## src/common/acc_defs.vh

```
`ifndef ACC_DEFS_VH
`define ACC_DEFS_VH
// register indices on the plain register port
`define ACC_REG_MODE      4'h0
`define ACC_REG_CAP_LOW   4'h1
`define ACC_REG_CAP_HIGH  4'h2
`define ACC_REG_TMR_LOW   4'h3
`define ACC_REG_TMR_HIGH  4'h4
`define ACC_REG_CTRL      4'h5
`define ACC_REG_IRQ_STAT  4'h6
`define ACC_REG_IRQ_MASK  4'h7
// mode register fields
`define ACC_MODE_CMP_EN   6
`define ACC_MODE_RISE     5
`define ACC_MODE_FALL     4
`define ACC_MODE_MATCH    3
`define ACC_MODE_TOGGLE   2
`define ACC_MODE_PWM      1
`define ACC_MODE_FIE      0
`define ACC_MODE_RESET    8'h00
`define ACC_MODE_WMASK    8'h7f
// counter control fields
`define ACC_CTRL_RUN      0
`define ACC_CTRL_WDT      1
`define ACC_CTRL_EVFLAG   2
`define ACC_CTRL_RESET    8'h00
// status / mask fields
`define ACC_IRQ_CAPTURE   0
`define ACC_IRQ_MATCH     1
`define ACC_IRQ_WDT       2
`define ACC_IRQ_RESET     8'h00
`define ACC_TMR_RESET     16'h0000
`define ACC_CAP_RESET     8'h00
`define ACC_WDT_CNT_RESET 8'h00
`define ACC_WDT_RST_CYCLES 8'h04
`endif

```

## src/acc_edge_detect.v

```verilog
`timescale 1ns/1ps
`include "acc_defs.vh"
module acc_edge_detect (
  // clock and reset
  input  wire clk,
  input  wire arst_n,
  input  wire ce,
  // pin and edge selection
  input  wire pin_in,
  input  wire rise_en,
  input  wire fall_en,
  // result
  output reg  edge_hit,
  output wire pin_level
);
  reg sync1_q;
  reg sync2_q;
  reg prev_q;

  assign pin_level = sync2_q;

  // two stages before anything looks at the pin, then one for history
  always @(posedge clk or negedge arst_n) begin
    if (!arst_n) begin
      sync1_q <= 1'b0;
      sync2_q <= 1'b0;
      prev_q  <= 1'b0;
    end else if (ce) begin
      sync1_q <= pin_in;
      sync2_q <= sync1_q;
      prev_q  <= sync2_q;
    end
  end

  always @* begin
    edge_hit = (rise_en & sync2_q & ~prev_q) | (fall_en & ~sync2_q & prev_q);
  end
endmodule // acc_edge_detect

```

## src/acc_module.v

```verilog
// The address map and the plain strobed port were decided locally.
`timescale 1ns/1ps
`include "acc_defs.vh"
// How it works
// - with capture enabled, a valid pin edge copies the timer into the register pair
// - rise bit captures rising edges, fall bit falling, both capture either edge
// - module interrupt request only while event flag and flag-interrupt enable both set
// - compare and match enabled: timer equal to register pair sets event flag
// - toggle, match and compare enabled: each match inverts the output pin
// - pwm: pin low while timer low byte below low compare byte, else high
// - pwm: low byte wrapping ff to 00 reloads low compare byte from high byte
// - pwm mode entered with pulse-width and compare-enable bits set
// - one shared timer is the time base, so pwm frequency is common
// - mode register bit 7 reserved, bits 6..0 fields, reset to zero
// - watchdog: enabled and in compare mode, a match makes internal reset only
module acc_module #(
  parameter WATCHDOG_CAPABLE = 1
) (
  // clock and reset
  input  wire       clk,
  input  wire       arst_n,
  input  wire       ce,
  // register port
  input  wire [3:0] reg_addr,
  input  wire [7:0] reg_wdata,
  input  wire       reg_wr,
  input  wire       reg_rd,
  output reg  [7:0] reg_rdata_q,
  // module pin
  input  wire       module_io_pin_in,
  output reg        module_io_pin_out_q,
  output reg        module_io_pin_oe_q,
  // events
  output reg        irq_q,
  output reg        module_irq_q,
  output reg        internal_reset_q
);
  // ==========================================================
  // registers
  reg  [7:0]  module_mode_control_q;
  reg  [7:0]  module_low_byte_q;
  reg  [7:0]  module_high_byte_q;
  reg  [15:0] timer_q;
  reg  [7:0]  array_counter_control_q;
  reg  [7:0]  irq_stat_q;
  reg  [7:0]  irq_mask_q;
  reg  [7:0]  wdt_cnt_q;
  reg         match_arm_q;

  // one write select per register index; unmapped indices select nothing
  reg         wr_mode;
  reg         wr_low;
  reg         wr_high;
  reg         wr_tlow;
  reg         wr_thigh;
  reg         wr_ctrl;
  reg         wr_stat;
  reg         wr_mask;

  always @* begin
    wr_mode  = 1'b0;
    wr_low   = 1'b0;
    wr_high  = 1'b0;
    wr_tlow  = 1'b0;
    wr_thigh = 1'b0;
    wr_ctrl  = 1'b0;
    wr_stat  = 1'b0;
    wr_mask  = 1'b0;
    if (reg_wr) begin
      case (reg_addr)
        `ACC_REG_MODE:     wr_mode  = 1'b1;
        `ACC_REG_CAP_LOW:  wr_low   = 1'b1;
        `ACC_REG_CAP_HIGH: wr_high  = 1'b1;
        `ACC_REG_TMR_LOW:  wr_tlow  = 1'b1;
        `ACC_REG_TMR_HIGH: wr_thigh = 1'b1;
        `ACC_REG_CTRL:     wr_ctrl  = 1'b1;
        `ACC_REG_IRQ_STAT: wr_stat  = 1'b1;
        `ACC_REG_IRQ_MASK: wr_mask  = 1'b1;
        default:           wr_mode  = 1'b0;
      endcase
    end
  end

  wire compare_enable        = module_mode_control_q[`ACC_MODE_CMP_EN];
  wire rise_capture_enable   = module_mode_control_q[`ACC_MODE_RISE];
  wire fall_capture_enable   = module_mode_control_q[`ACC_MODE_FALL];
  wire match_flag_enable     = module_mode_control_q[`ACC_MODE_MATCH];
  wire toggle_enable         = module_mode_control_q[`ACC_MODE_TOGGLE];
  wire pulse_width_enable    = module_mode_control_q[`ACC_MODE_PWM];
  wire flag_interrupt_enable = module_mode_control_q[`ACC_MODE_FIE];
  wire counter_run           = array_counter_control_q[`ACC_CTRL_RUN];
  wire watchdog_enable_bit   = array_counter_control_q[`ACC_CTRL_WDT];
  wire module_event_flag     = array_counter_control_q[`ACC_CTRL_EVFLAG];

  // ==========================================================
  // edge detection on the pin
  wire edge_hit;

  acc_edge_detect u_edge (
    .clk       (clk),
    .arst_n    (arst_n),
    .ce        (ce),
    .pin_in    (module_io_pin_in),
    .rise_en   (rise_capture_enable),
    .fall_en   (fall_capture_enable),
    .edge_hit  (edge_hit),
    .pin_level ()
  );

  // ==========================================================
  // mode decode
  wire pwm_mode   = pulse_width_enable && compare_enable;
  wire capture_ev = edge_hit && !pwm_mode;
  wire timer_eq   = (timer_q == {module_high_byte_q, module_low_byte_q});
  // the timer holds a value for many clocks when slow, so only the first
  // clock of equality counts as a match
  wire match_raw  = compare_enable && !pwm_mode && timer_eq;
  wire match_ev   = match_raw && match_arm_q;
  wire flag_ev    = capture_ev || (match_ev && match_flag_enable);
  // the watchdog needs a compare mode, so the match bit is part of it
  wire wdt_ev     = (WATCHDOG_CAPABLE != 0) && watchdog_enable_bit && match_ev && match_flag_enable;
  wire low_wrap   = counter_run && (timer_q[7:0] == 8'hff);
  wire toggle_ev  = match_ev && toggle_enable && match_flag_enable;
  wire drive_mode = pwm_mode || (compare_enable && toggle_enable && match_flag_enable);

  // next-state values
  reg  [15:0] timer_d;
  reg  [7:0]  module_low_byte_d;
  reg  [7:0]  module_high_byte_d;
  reg  [7:0]  array_counter_control_d;
  reg         pin_out_d;
  reg  [7:0]  wdt_cnt_d;
  reg         internal_reset_d;
  reg  [7:0]  reg_rdata_d;

  // ==========================================================
  // shared timer, one per array; this module holds the array's copy
  always @* begin
    timer_d = timer_q;
    if (wr_tlow) begin
      timer_d[7:0] = reg_wdata;
    end else if (wr_thigh) begin
      timer_d[15:8] = reg_wdata;
    end else if (counter_run) begin
      timer_d = timer_q + 16'h0001;
    end
  end

  always @(posedge clk or negedge arst_n) begin
    if (!arst_n) begin
      timer_q <= `ACC_TMR_RESET;
    end else if (ce) begin
      timer_q <= timer_d;
    end
  end

  // ==========================================================
  // compare/capture pair; a capture beats a software write in the same cycle
  always @* begin
    module_low_byte_d  = module_low_byte_q;
    module_high_byte_d = module_high_byte_q;
    if (capture_ev) begin
      module_low_byte_d  = timer_q[7:0];
      module_high_byte_d = timer_q[15:8];
    end else begin
      if (wr_low) begin
        module_low_byte_d = reg_wdata;
      end else if (pwm_mode && low_wrap) begin
        module_low_byte_d = module_high_byte_q;
      end
      if (wr_high) begin
        module_high_byte_d = reg_wdata;
      end
    end
  end

  // software writes run, watchdog and flag bits; a hardware set of the flag wins
  always @* begin
    array_counter_control_d = array_counter_control_q;
    if (wr_ctrl) begin
      array_counter_control_d[`ACC_CTRL_RUN]    = reg_wdata[`ACC_CTRL_RUN];
      array_counter_control_d[`ACC_CTRL_WDT]    = reg_wdata[`ACC_CTRL_WDT];
      array_counter_control_d[`ACC_CTRL_EVFLAG] = reg_wdata[`ACC_CTRL_EVFLAG];
    end
    if (flag_ev) begin
      array_counter_control_d[`ACC_CTRL_EVFLAG] = 1'b1;
    end
  end

  always @(posedge clk or negedge arst_n) begin
    if (!arst_n) begin
      module_mode_control_q   <= `ACC_MODE_RESET;
      module_low_byte_q       <= `ACC_CAP_RESET;
      module_high_byte_q      <= `ACC_CAP_RESET;
      array_counter_control_q <= `ACC_CTRL_RESET;
      match_arm_q             <= 1'b1;
    end else if (ce) begin
      match_arm_q             <= !match_raw;
      module_low_byte_q       <= module_low_byte_d;
      module_high_byte_q      <= module_high_byte_d;
      array_counter_control_q <= array_counter_control_d;
      if (wr_mode) begin
        module_mode_control_q <= reg_wdata & `ACC_MODE_WMASK;
      end
    end
  end

  // ==========================================================
  // pin drive; outside the drive modes the last level is held
  always @* begin
    pin_out_d = module_io_pin_out_q;
    if (pwm_mode) begin
      pin_out_d = (timer_q[7:0] >= module_low_byte_q);
    end else if (toggle_ev) begin
      pin_out_d = ~module_io_pin_out_q;
    end
  end

  always @(posedge clk or negedge arst_n) begin
    if (!arst_n) begin
      module_io_pin_out_q <= 1'b0;
      module_io_pin_oe_q  <= 1'b0;
    end else if (ce) begin
      module_io_pin_out_q <= pin_out_d;
      module_io_pin_oe_q  <= drive_mode;
    end
  end

  // ==========================================================
  // interrupt status, mask and watchdog reset pulse
  wire [7:0] stat_set = {5'h00, wdt_ev, match_ev, capture_ev};
  localparam [7:0] STAT_RESET = `ACC_IRQ_RESET;

  // one sticky bit per event; set wins over a write-one clear in the same cycle
  genvar gi;
  generate
    for (gi = 0; gi < 8; gi = gi + 1) begin : g_stat
      always @(posedge clk or negedge arst_n) begin
        if (!arst_n) begin
          irq_stat_q[gi] <= STAT_RESET[gi];
        end else if (ce) begin
          if (stat_set[gi]) begin
            irq_stat_q[gi] <= 1'b1;
          end else if (wr_stat && reg_wdata[gi]) begin
            irq_stat_q[gi] <= 1'b0;
          end
        end
      end
    end
  endgenerate

  // internal reset only; the external reset pin is never driven
  always @* begin
    wdt_cnt_d = wdt_cnt_q;
    if (wdt_ev) begin
      wdt_cnt_d = `ACC_WDT_RST_CYCLES;
    end else if (wdt_cnt_q != 8'h00) begin
      wdt_cnt_d = wdt_cnt_q - 8'h01;
    end
    internal_reset_d = wdt_ev || (wdt_cnt_q > 8'h01);
  end

  always @(posedge clk or negedge arst_n) begin
    if (!arst_n) begin
      irq_mask_q       <= `ACC_IRQ_RESET;
      irq_q            <= 1'b0;
      module_irq_q     <= 1'b0;
      wdt_cnt_q        <= `ACC_WDT_CNT_RESET;
      internal_reset_q <= 1'b0;
    end else if (ce) begin
      if (wr_mask) begin
        irq_mask_q <= reg_wdata;
      end
      irq_q            <= |(irq_stat_q & irq_mask_q);
      module_irq_q     <= module_event_flag && flag_interrupt_enable;
      wdt_cnt_q        <= wdt_cnt_d;
      internal_reset_q <= internal_reset_d;
    end
  end

  // ==========================================================
  // read port, data valid one cycle after the strobe and zero otherwise
  always @* begin
    reg_rdata_d = 8'h00;
    if (reg_rd) begin
      case (reg_addr)
        `ACC_REG_MODE:     reg_rdata_d = module_mode_control_q;
        `ACC_REG_CAP_LOW:  reg_rdata_d = module_low_byte_q;
        `ACC_REG_CAP_HIGH: reg_rdata_d = module_high_byte_q;
        `ACC_REG_TMR_LOW:  reg_rdata_d = timer_q[7:0];
        `ACC_REG_TMR_HIGH: reg_rdata_d = timer_q[15:8];
        `ACC_REG_CTRL:     reg_rdata_d = array_counter_control_q;
        `ACC_REG_IRQ_STAT: reg_rdata_d = irq_stat_q;
        `ACC_REG_IRQ_MASK: reg_rdata_d = irq_mask_q;
        default:           reg_rdata_d = 8'h00;
      endcase
    end
  end

  always @(posedge clk or negedge arst_n) begin
    if (!arst_n) begin
      reg_rdata_q <= 8'h00;
    end else if (ce) begin
      reg_rdata_q <= reg_rdata_d;
    end
  end
endmodule // acc_module
```

## config.mk

```make
export PLATFORM = sky130hd
export DESIGN_NAME = acc_module
export DESIGN_NICKNAME = d
export VERILOG_FILES = /design/src/acc_edge_detect.v /design/src/acc_module.v
export VERILOG_INCLUDE_DIRS = /design/src /design/src/common
export SDC_FILE = /design/constraint.sdc
export NUM_CORES = 1
export LEC_CHECK = 0
export BUFFER_PORTS_ARGS = -buffer_cell sky130_fd_sc_hd__buf_2
export CAP_MARGIN = 20
export CORE_MARGIN = 1
export CORE_UTILIZATION = 49
export CTS_CLUSTER_DIAMETER = 120
export CTS_CLUSTER_SIZE = 30
export DETAILED_ROUTE_END_ITERATION = 7
export PLACE_DENSITY = 0.66
export SLEW_MARGIN = 20
export SYNTH_ARGS = -nofsm -noshare
export SYNTH_HDL_FRONTEND = slang
export SYNTH_HIERARCHICAL = 1
export SYNTH_SLANG_ARGS = --single-unit
```

## constraint.sdc

```tcl
create_clock -name clk -period 4.5 [get_ports clk]
set_clock_uncertainty 0.2 [all_clocks]
set_input_delay 0.225 -clock clk [delete_from_list [all_inputs] [get_ports clk]]
set_output_delay 0.225 -clock clk [all_outputs]
set_load 0.1 [all_outputs]
```

==> metrics, run 1 <==
number of flops mapped to enable cells by yosys=0; DR pass1 iterations=7; Synth warnings=6; Final HPWL DP=9.28 mm; clk buf depth=2; drt drc=0; Max H-tree Level=3; Critical Path RT=4.54 ns; ordered list of cells on the worst path=ha_1 > nand4_1 > or4_4 > or4_4 > a21boi_0 > o22ai_1; Synth Area in Compound Gates=19.2%; initial antenna violation count=0; syn nets=536; clock-pin slew on the worst setup and hold paths=0.09 ns; slew margin rel.=46.2%; HP Start=reg_wdata[7]; status=complete, no violations; cells on worst reg2reg path=6; FMAX=353 MHz; Hold Path Stages=2; largest family of logic cells by synthesized area=compound AO/OA/AOI/OAI gates; Design Area, Final=5170 sq um; Die Footprint=10100 sq um; Worst path slowest cell=or4_4; Initial Util=50.9%; unrepaired setup endpoints after global routing=no; CP Max Fanout=11; CP delay by family, top=simple AND/OR/NAND/NOR gates; Clock Sinks=78; final net count=548; # fillers=854; Tcrit/Tclk final=63.0%; Vias/cell=6.19; actual slew at the worst max-slew pin=0.803 ns; post-synthesis register bit count=78; simple-gate share of the synthesized area=16.5%; Hold Vio Cnt, Final=0; Synth Flop Type=dfrtp_1; commonest cells after routing, fill and taps aside=dfrtp_1 (77), nand2_1 (50), o21ai_0 (36), mux2_2 (31), buf_2 (29); synth unique cells=63; Mapped Cells=507; HP Class=primary input to flop; CTS tree=yes; grt total ovfl=0; Worst path most repeated cell=or4_4; Post-synth ARST share=100%; Iteration-0 DRC Markers=335; core area=9330 sq um; Power Density=484 nW/um^2; placed cell areas=4930 sq um; Mapped Avg Cell Area=9.36 sq um; adder-cell share of the synthesized area=2.90%; final WL=13.3 mm; count of final max-slew check failures=0; GRT Util Overall=28.2%; CP Launch Point=timer_q[5]$_DFFE_PN0P_; GPL Wtd Cong=0.944; clk_lat worst skew=0.36 ns; die height=100 um; final std cells w/o fill=653; WP buf/inv=0; Max Cap Viol=0; placed insts=635; xor/xnor cell area share of the yosys netlist=1.48%; worst vdd ir=0.249 mV; Setup TNS Final=0 ns; WL/cell=20.3 um; synthesized area=4750 sq um; commonest non-fill, non-tap cell in the layout=dfrtp_1; global-route wire length before repair=21.3 mm; vias in the first global route=3899; pin count of the biggest net entering global routing=79; Worst R2R Start=timer_q[5]$_DFFE_PN0P_; total area of sequential cells=1950 sq um; final worst path period need=2.84 ns; I/O Pins=31; area of the multi-input gates=2560 sq um; Critical Path AT=2.87 ns; via count=4040; placement row count=35; WP depth=6; root buf cell=clkbuf_8; antenna viol nets, final=0; max incr delay on CP=0.58 ns; Static Leak=2.24 nW; post-synthesis mux area share=13.6%; Num CTS Buffers=9; setup violators final=0; crit start category=flop; share of cells above drive strength 1=17.2%; port bufs=30; Crit. End Element=flop; register area share after synthesis=41.2%; number of diodes=0; Worst Setup Path Type=flop to flop; Area Growth Syn to Fin=9.04%; reg-to-reg slack, setup=1.66 ns; die width=100 um
==> kinds of logic after synthesis <==
| family | after synthesis |
|---|---|
| XOR/XNOR | 8 |
| AND/OR/NAND/NOR | 154 |
| adder cells (fa/ha/maj) | 11 |
| multiplexers | 58 |
| AO/OA/AOI/OAI | 139 |
| flip-flops | 78 |
| buffers and inverters | 59 |
==> state kept, by name, indices dropped and copies added (netlist names), 3 cells and up <==
| register | cells |
|---|---|
| array_counter_control_q | 3 |
| irq_mask_q | 8 |
| irq_stat_q | 3 |
| module_high_byte_q | 8 |
| module_low_byte_q | 8 |
| module_mode_control_q | 7 |
| reg_rdata_q | 8 |
| timer_q | 16 |
| wdt_cnt_q | 8 |
==> repair_timing <==
item                      4_1_cts  5_1_grt
hold buffers                    2        0
resized for setup               0        0
hold endpoints to repair       78        0
buffers inserted                0        0
==> layout make-up <==
class	count	area share, %
Sequential cell	78	37.7
Tap cell	129	3.12
Clock buffer	10	2.47
Timing Repair Buffer	34	3.70
Clock inverter	6	1.67
Inverter	26	1.89
Multi-Input combinational cell	370	49.4
==> stage by stage <==
stage	util (%)	power [mW]	hold slack, ns	setup WS (ns)
after floorplan	-	1.65	-0.271	2.01
after global placement	52.9	1.90	0.246	1.65
after detailed placement	52.9	1.92	0.250	1.50
after CTS	55.4	2.50	0.0110	1.69
after global routing	55.5	2.66	0.0111	1.48
final	55.5	2.51	0.0123	1.66
==> synth_stat cells (4+ instances only) <==
cell	instances	area (sq um)
a21oi_1	20	100
a22o_1	7	61.3
a22oi_1	5	37.5
a2bb2oi_1	5	43.8
a31oi_1	11	68.8
and3_1	7	43.8
clkbuf_1	25	93.8
dfrtp_1	77	1930
ha_1	11	138
inv_1	26	97.6
mux2_2	31	349
mux2i_1	25	250
nand2_1	50	188
nand3_1	24	120
nand4_1	5	31.3
nor2_1	25	93.8
nor2b_1	7	43.8
nor3_1	4	20.0
o211ai_1	6	45.0
o21a_1	5	37.5
o21ai_0	36	180
o22a_1	6	52.6
o22ai_1	14	87.6
or3_1	4	25.0
xnor2_1	5	43.8
==> final timing paths <==
| check | endpoint |
|---|---|
| max | wdt_cnt_q[1]$_DFFE_PN0P_ |
| min | irq_mask_q[7]$_DFFE_PN0P_ |
| max reg2reg | wdt_cnt_q[1]$_DFFE_PN0P_ |
| min reg2reg | irq_mask_q[4]$_DFFE_PN0P_ |
| max in group asynchronous | reg_rdata_q[3]$_DFFE_PN0P_ |
| min in group asynchronous | wdt_cnt_q[4]$_DFFE_PN0P_ |
==> where the power goes <==
group          internal (mW)  switching [mW]
sequential             0.874           0.277
clock                  0.312           0.263
combinational          0.344           0.438
total                   1.53           0.977
==> layer usage <==
metal / GRT usage (%) / wire (um) / share of wire [%]
met5: 0 / 0 / 0
met4: 12.6 / 445 / 3.4
met3: 4.39 / 867 / 6.5
met2: 42.1 / 5900 / 44
met1: 40.3 / 6070 / 46
Power figures use the tool's default switching activity.
==> inputs of run 2 (changes only) <==
- PLACE_DENSITY: 0.66 -> 0.68
- clock period: 4.5 -> 2.5 ns (I/O delays scaled with it)
==> metrics, run 2 (synthesis results as in run 1) <==
CP Max Fanout=5; Tcrit/Tclk final=104%; # fillers=813; net switching power=1.87 mW; failing checks=setup timing; Final HPWL DP=10.1 mm; Vias/cell=6.13; cells on worst reg2reg path=6; die width=100 um; number of diodes=0; Setup TNS Final=-0.359 ns; Worst Setup Path Type=flop to flop; Int Power=3.03 mW; Design Area, Final=5780 sq um; placement row count=35; drt drc=0; vias in the first global route=4255; GPL Wtd Cong=0.941; antenna viol nets, final=0; WHS=0.0181 ns; worst vdd ir=0.348 mV; Worst R2R Start=timer_q[4]$_DFFE_PN0P_; Area Growth Syn to Fin=21.8%; DR pass1 iterations=5; Sw Ratio=38.2%; Biggest register=timer_q; pin count of the biggest net entering global routing=79; commonest cells after routing, fill and taps aside=dfrtp_1 (77), buf_4 (53), nand2_1 (46), o21ai_0 (32), mux2_2 (31); Hold Vio Cnt, Final=0; Num CTS Buffers=9; Clk pwr share=20.9%; total power after layout=4.90 mW; pre-CTS setup slack=-0.109 ns; combinational fraction of design power=41.2%; Die Footprint=10100 sq um; global-route wire length before repair=22.4 mm; placed cell areas=5300 sq um; clk buf depth=2; Critical Path RT=2.54 ns; reg-to-reg slack, setup=-0.09 ns; Max Cap Viol=0; Static Leak=2.56 nW; Critical Path AT=2.63 ns; CP delay by family, top=simple AND/OR/NAND/NOR gates; final net count=610; reg2reg end=wdt_cnt_q[4]$_DFFE_PN0P_; placed insts=684; share of cells above drive strength 1=27.0%; WP buf/inv=0; unrepaired setup endpoints after global routing=yes; Initial Util=50.9%; slew margin rel.=56.4%; die height=100 um; clock-pin slew on the worst setup and hold paths=0.08 ns; setup violators final=8; actual slew at the worst max-slew pin=0.650 ns; max incr delay on CP=0.59 ns; final worst path period need=2.59 ns; FMAX=386 MHz; Crit. End Element=flop; port bufs=30; count of final max-slew check failures=0; HP Class=primary input to asynchronous set/reset pin; CTS tree=yes; status=finished with violations; root buf cell=clkbuf_8; WL/cell=19.5 um; via count=4383; initial antenna violation count=0; Max H-tree Level=3; GRT Util Overall=29.2%; Worst path most repeated cell=or4_4; core area=9330 sq um; Clock Sinks=78; post-route setup slack=-0.0875 ns; I/O Pins=31; post-layout util=61.9%; Worst path slowest cell=or4_4; final std cells w/o fill=715; Largest register FFs=16; Iteration-0 DRC Markers=269; ordered list of cells on the worst path=ha_4 > nand4_1 > or4_4 > or4_4 > a31oi_1 > o31ai_1; commonest non-fill, non-tap cell in the layout=dfrtp_1; Power Density=849 nW/um^2; final WL=13.9 mm; Seq pwr share=38.0%; grt total ovfl=0; clk_lat worst skew=0.36 ns; crit start category=flop
## run 2: per-layer routing
layer  GRT usage (%)  vias to the layer above  wire length [um]
li1                -                     2014                 -
met1            39.3                     2116              5840
met2            45.9                      211              6470
met3            6.69                       42              1150
met4            10.6                        0               453
met5               0                        -                 0
## run 2: worst max path at each step
stage | endpoint | startpoint | cells after the start | slack (ns)
after global placement | wdt_cnt_q[1]$_DFFE_PN0P_ | module_low_byte_q[4]$_DFFE_PN0P_ | 7 | -0.003
final | wdt_cnt_q[4]$_DFFE_PN0P_ | timer_q[4]$_DFFE_PN0P_ | 6 | -0.09
after floorplan | wdt_cnt_q[4]$_DFFE_PN0P_ | timer_q[3]$_DFFE_PN0P_ | 7 | 0.006
after CTS | module_io_pin_out_q$_DFFE_PN0P_ | module_low_byte_q[4]$_DFFE_PN0P_ | 8 | 0.004
after global routing | wdt_cnt_q[4]$_DFFE_PN0P_ | timer_q[4]$_DFFE_PN0P_ | 6 | -0.12
after detailed placement | wdt_cnt_q[1]$_DFFE_PN0P_ | module_low_byte_q[4]$_DFFE_PN0P_ | 7 | -0.11
## run 2: final cells by class
type	count	area, sq um	area share (%)
multi-input cells	371	2670	46.1
well taps	129	161	2.79
clock buffers	11	131	2.27
flip-flops and latches	78	1950	33.8
repair buffers	95	693	12.0
inverters	26	97.6	1.69
clock inverters	5	75.1	1.30
## run 2: power by group through the flow
stage | sequential (mW) | clock [mW] | combinational, mW
finish | 1.86 | 1.02 | 2.02
global route | 1.89 | 1.08 | 2.20
CTS | 1.84 | 1.04 | 1.88
detailed placement | 1.87 | 0 | 1.85
global placement | 1.85 | 0 | 1.81
floorplan | 1.98 | 0 | 1.00
## run 2: worst reg2reg max path, cell delays in order (launching register included)
cell and delay [ns]:
dfrtp_1 0.42, ha_4 0.28, nand4_1 0.12, or4_4 0.59, or4_4 0.57, a31oi_1 0.21, o31ai_1 0.09
## run 2: timing repair
item                                    in CTS  in global routing
hold endpoints to repair                   101                  0
gates cloned                                 0                  1
pin swaps                                    2                 12
hold buffers                                10                  0
gates resized for setup                      4                 21
setup buffers                                0                  3
endpoints found under the setup margin      10                 18
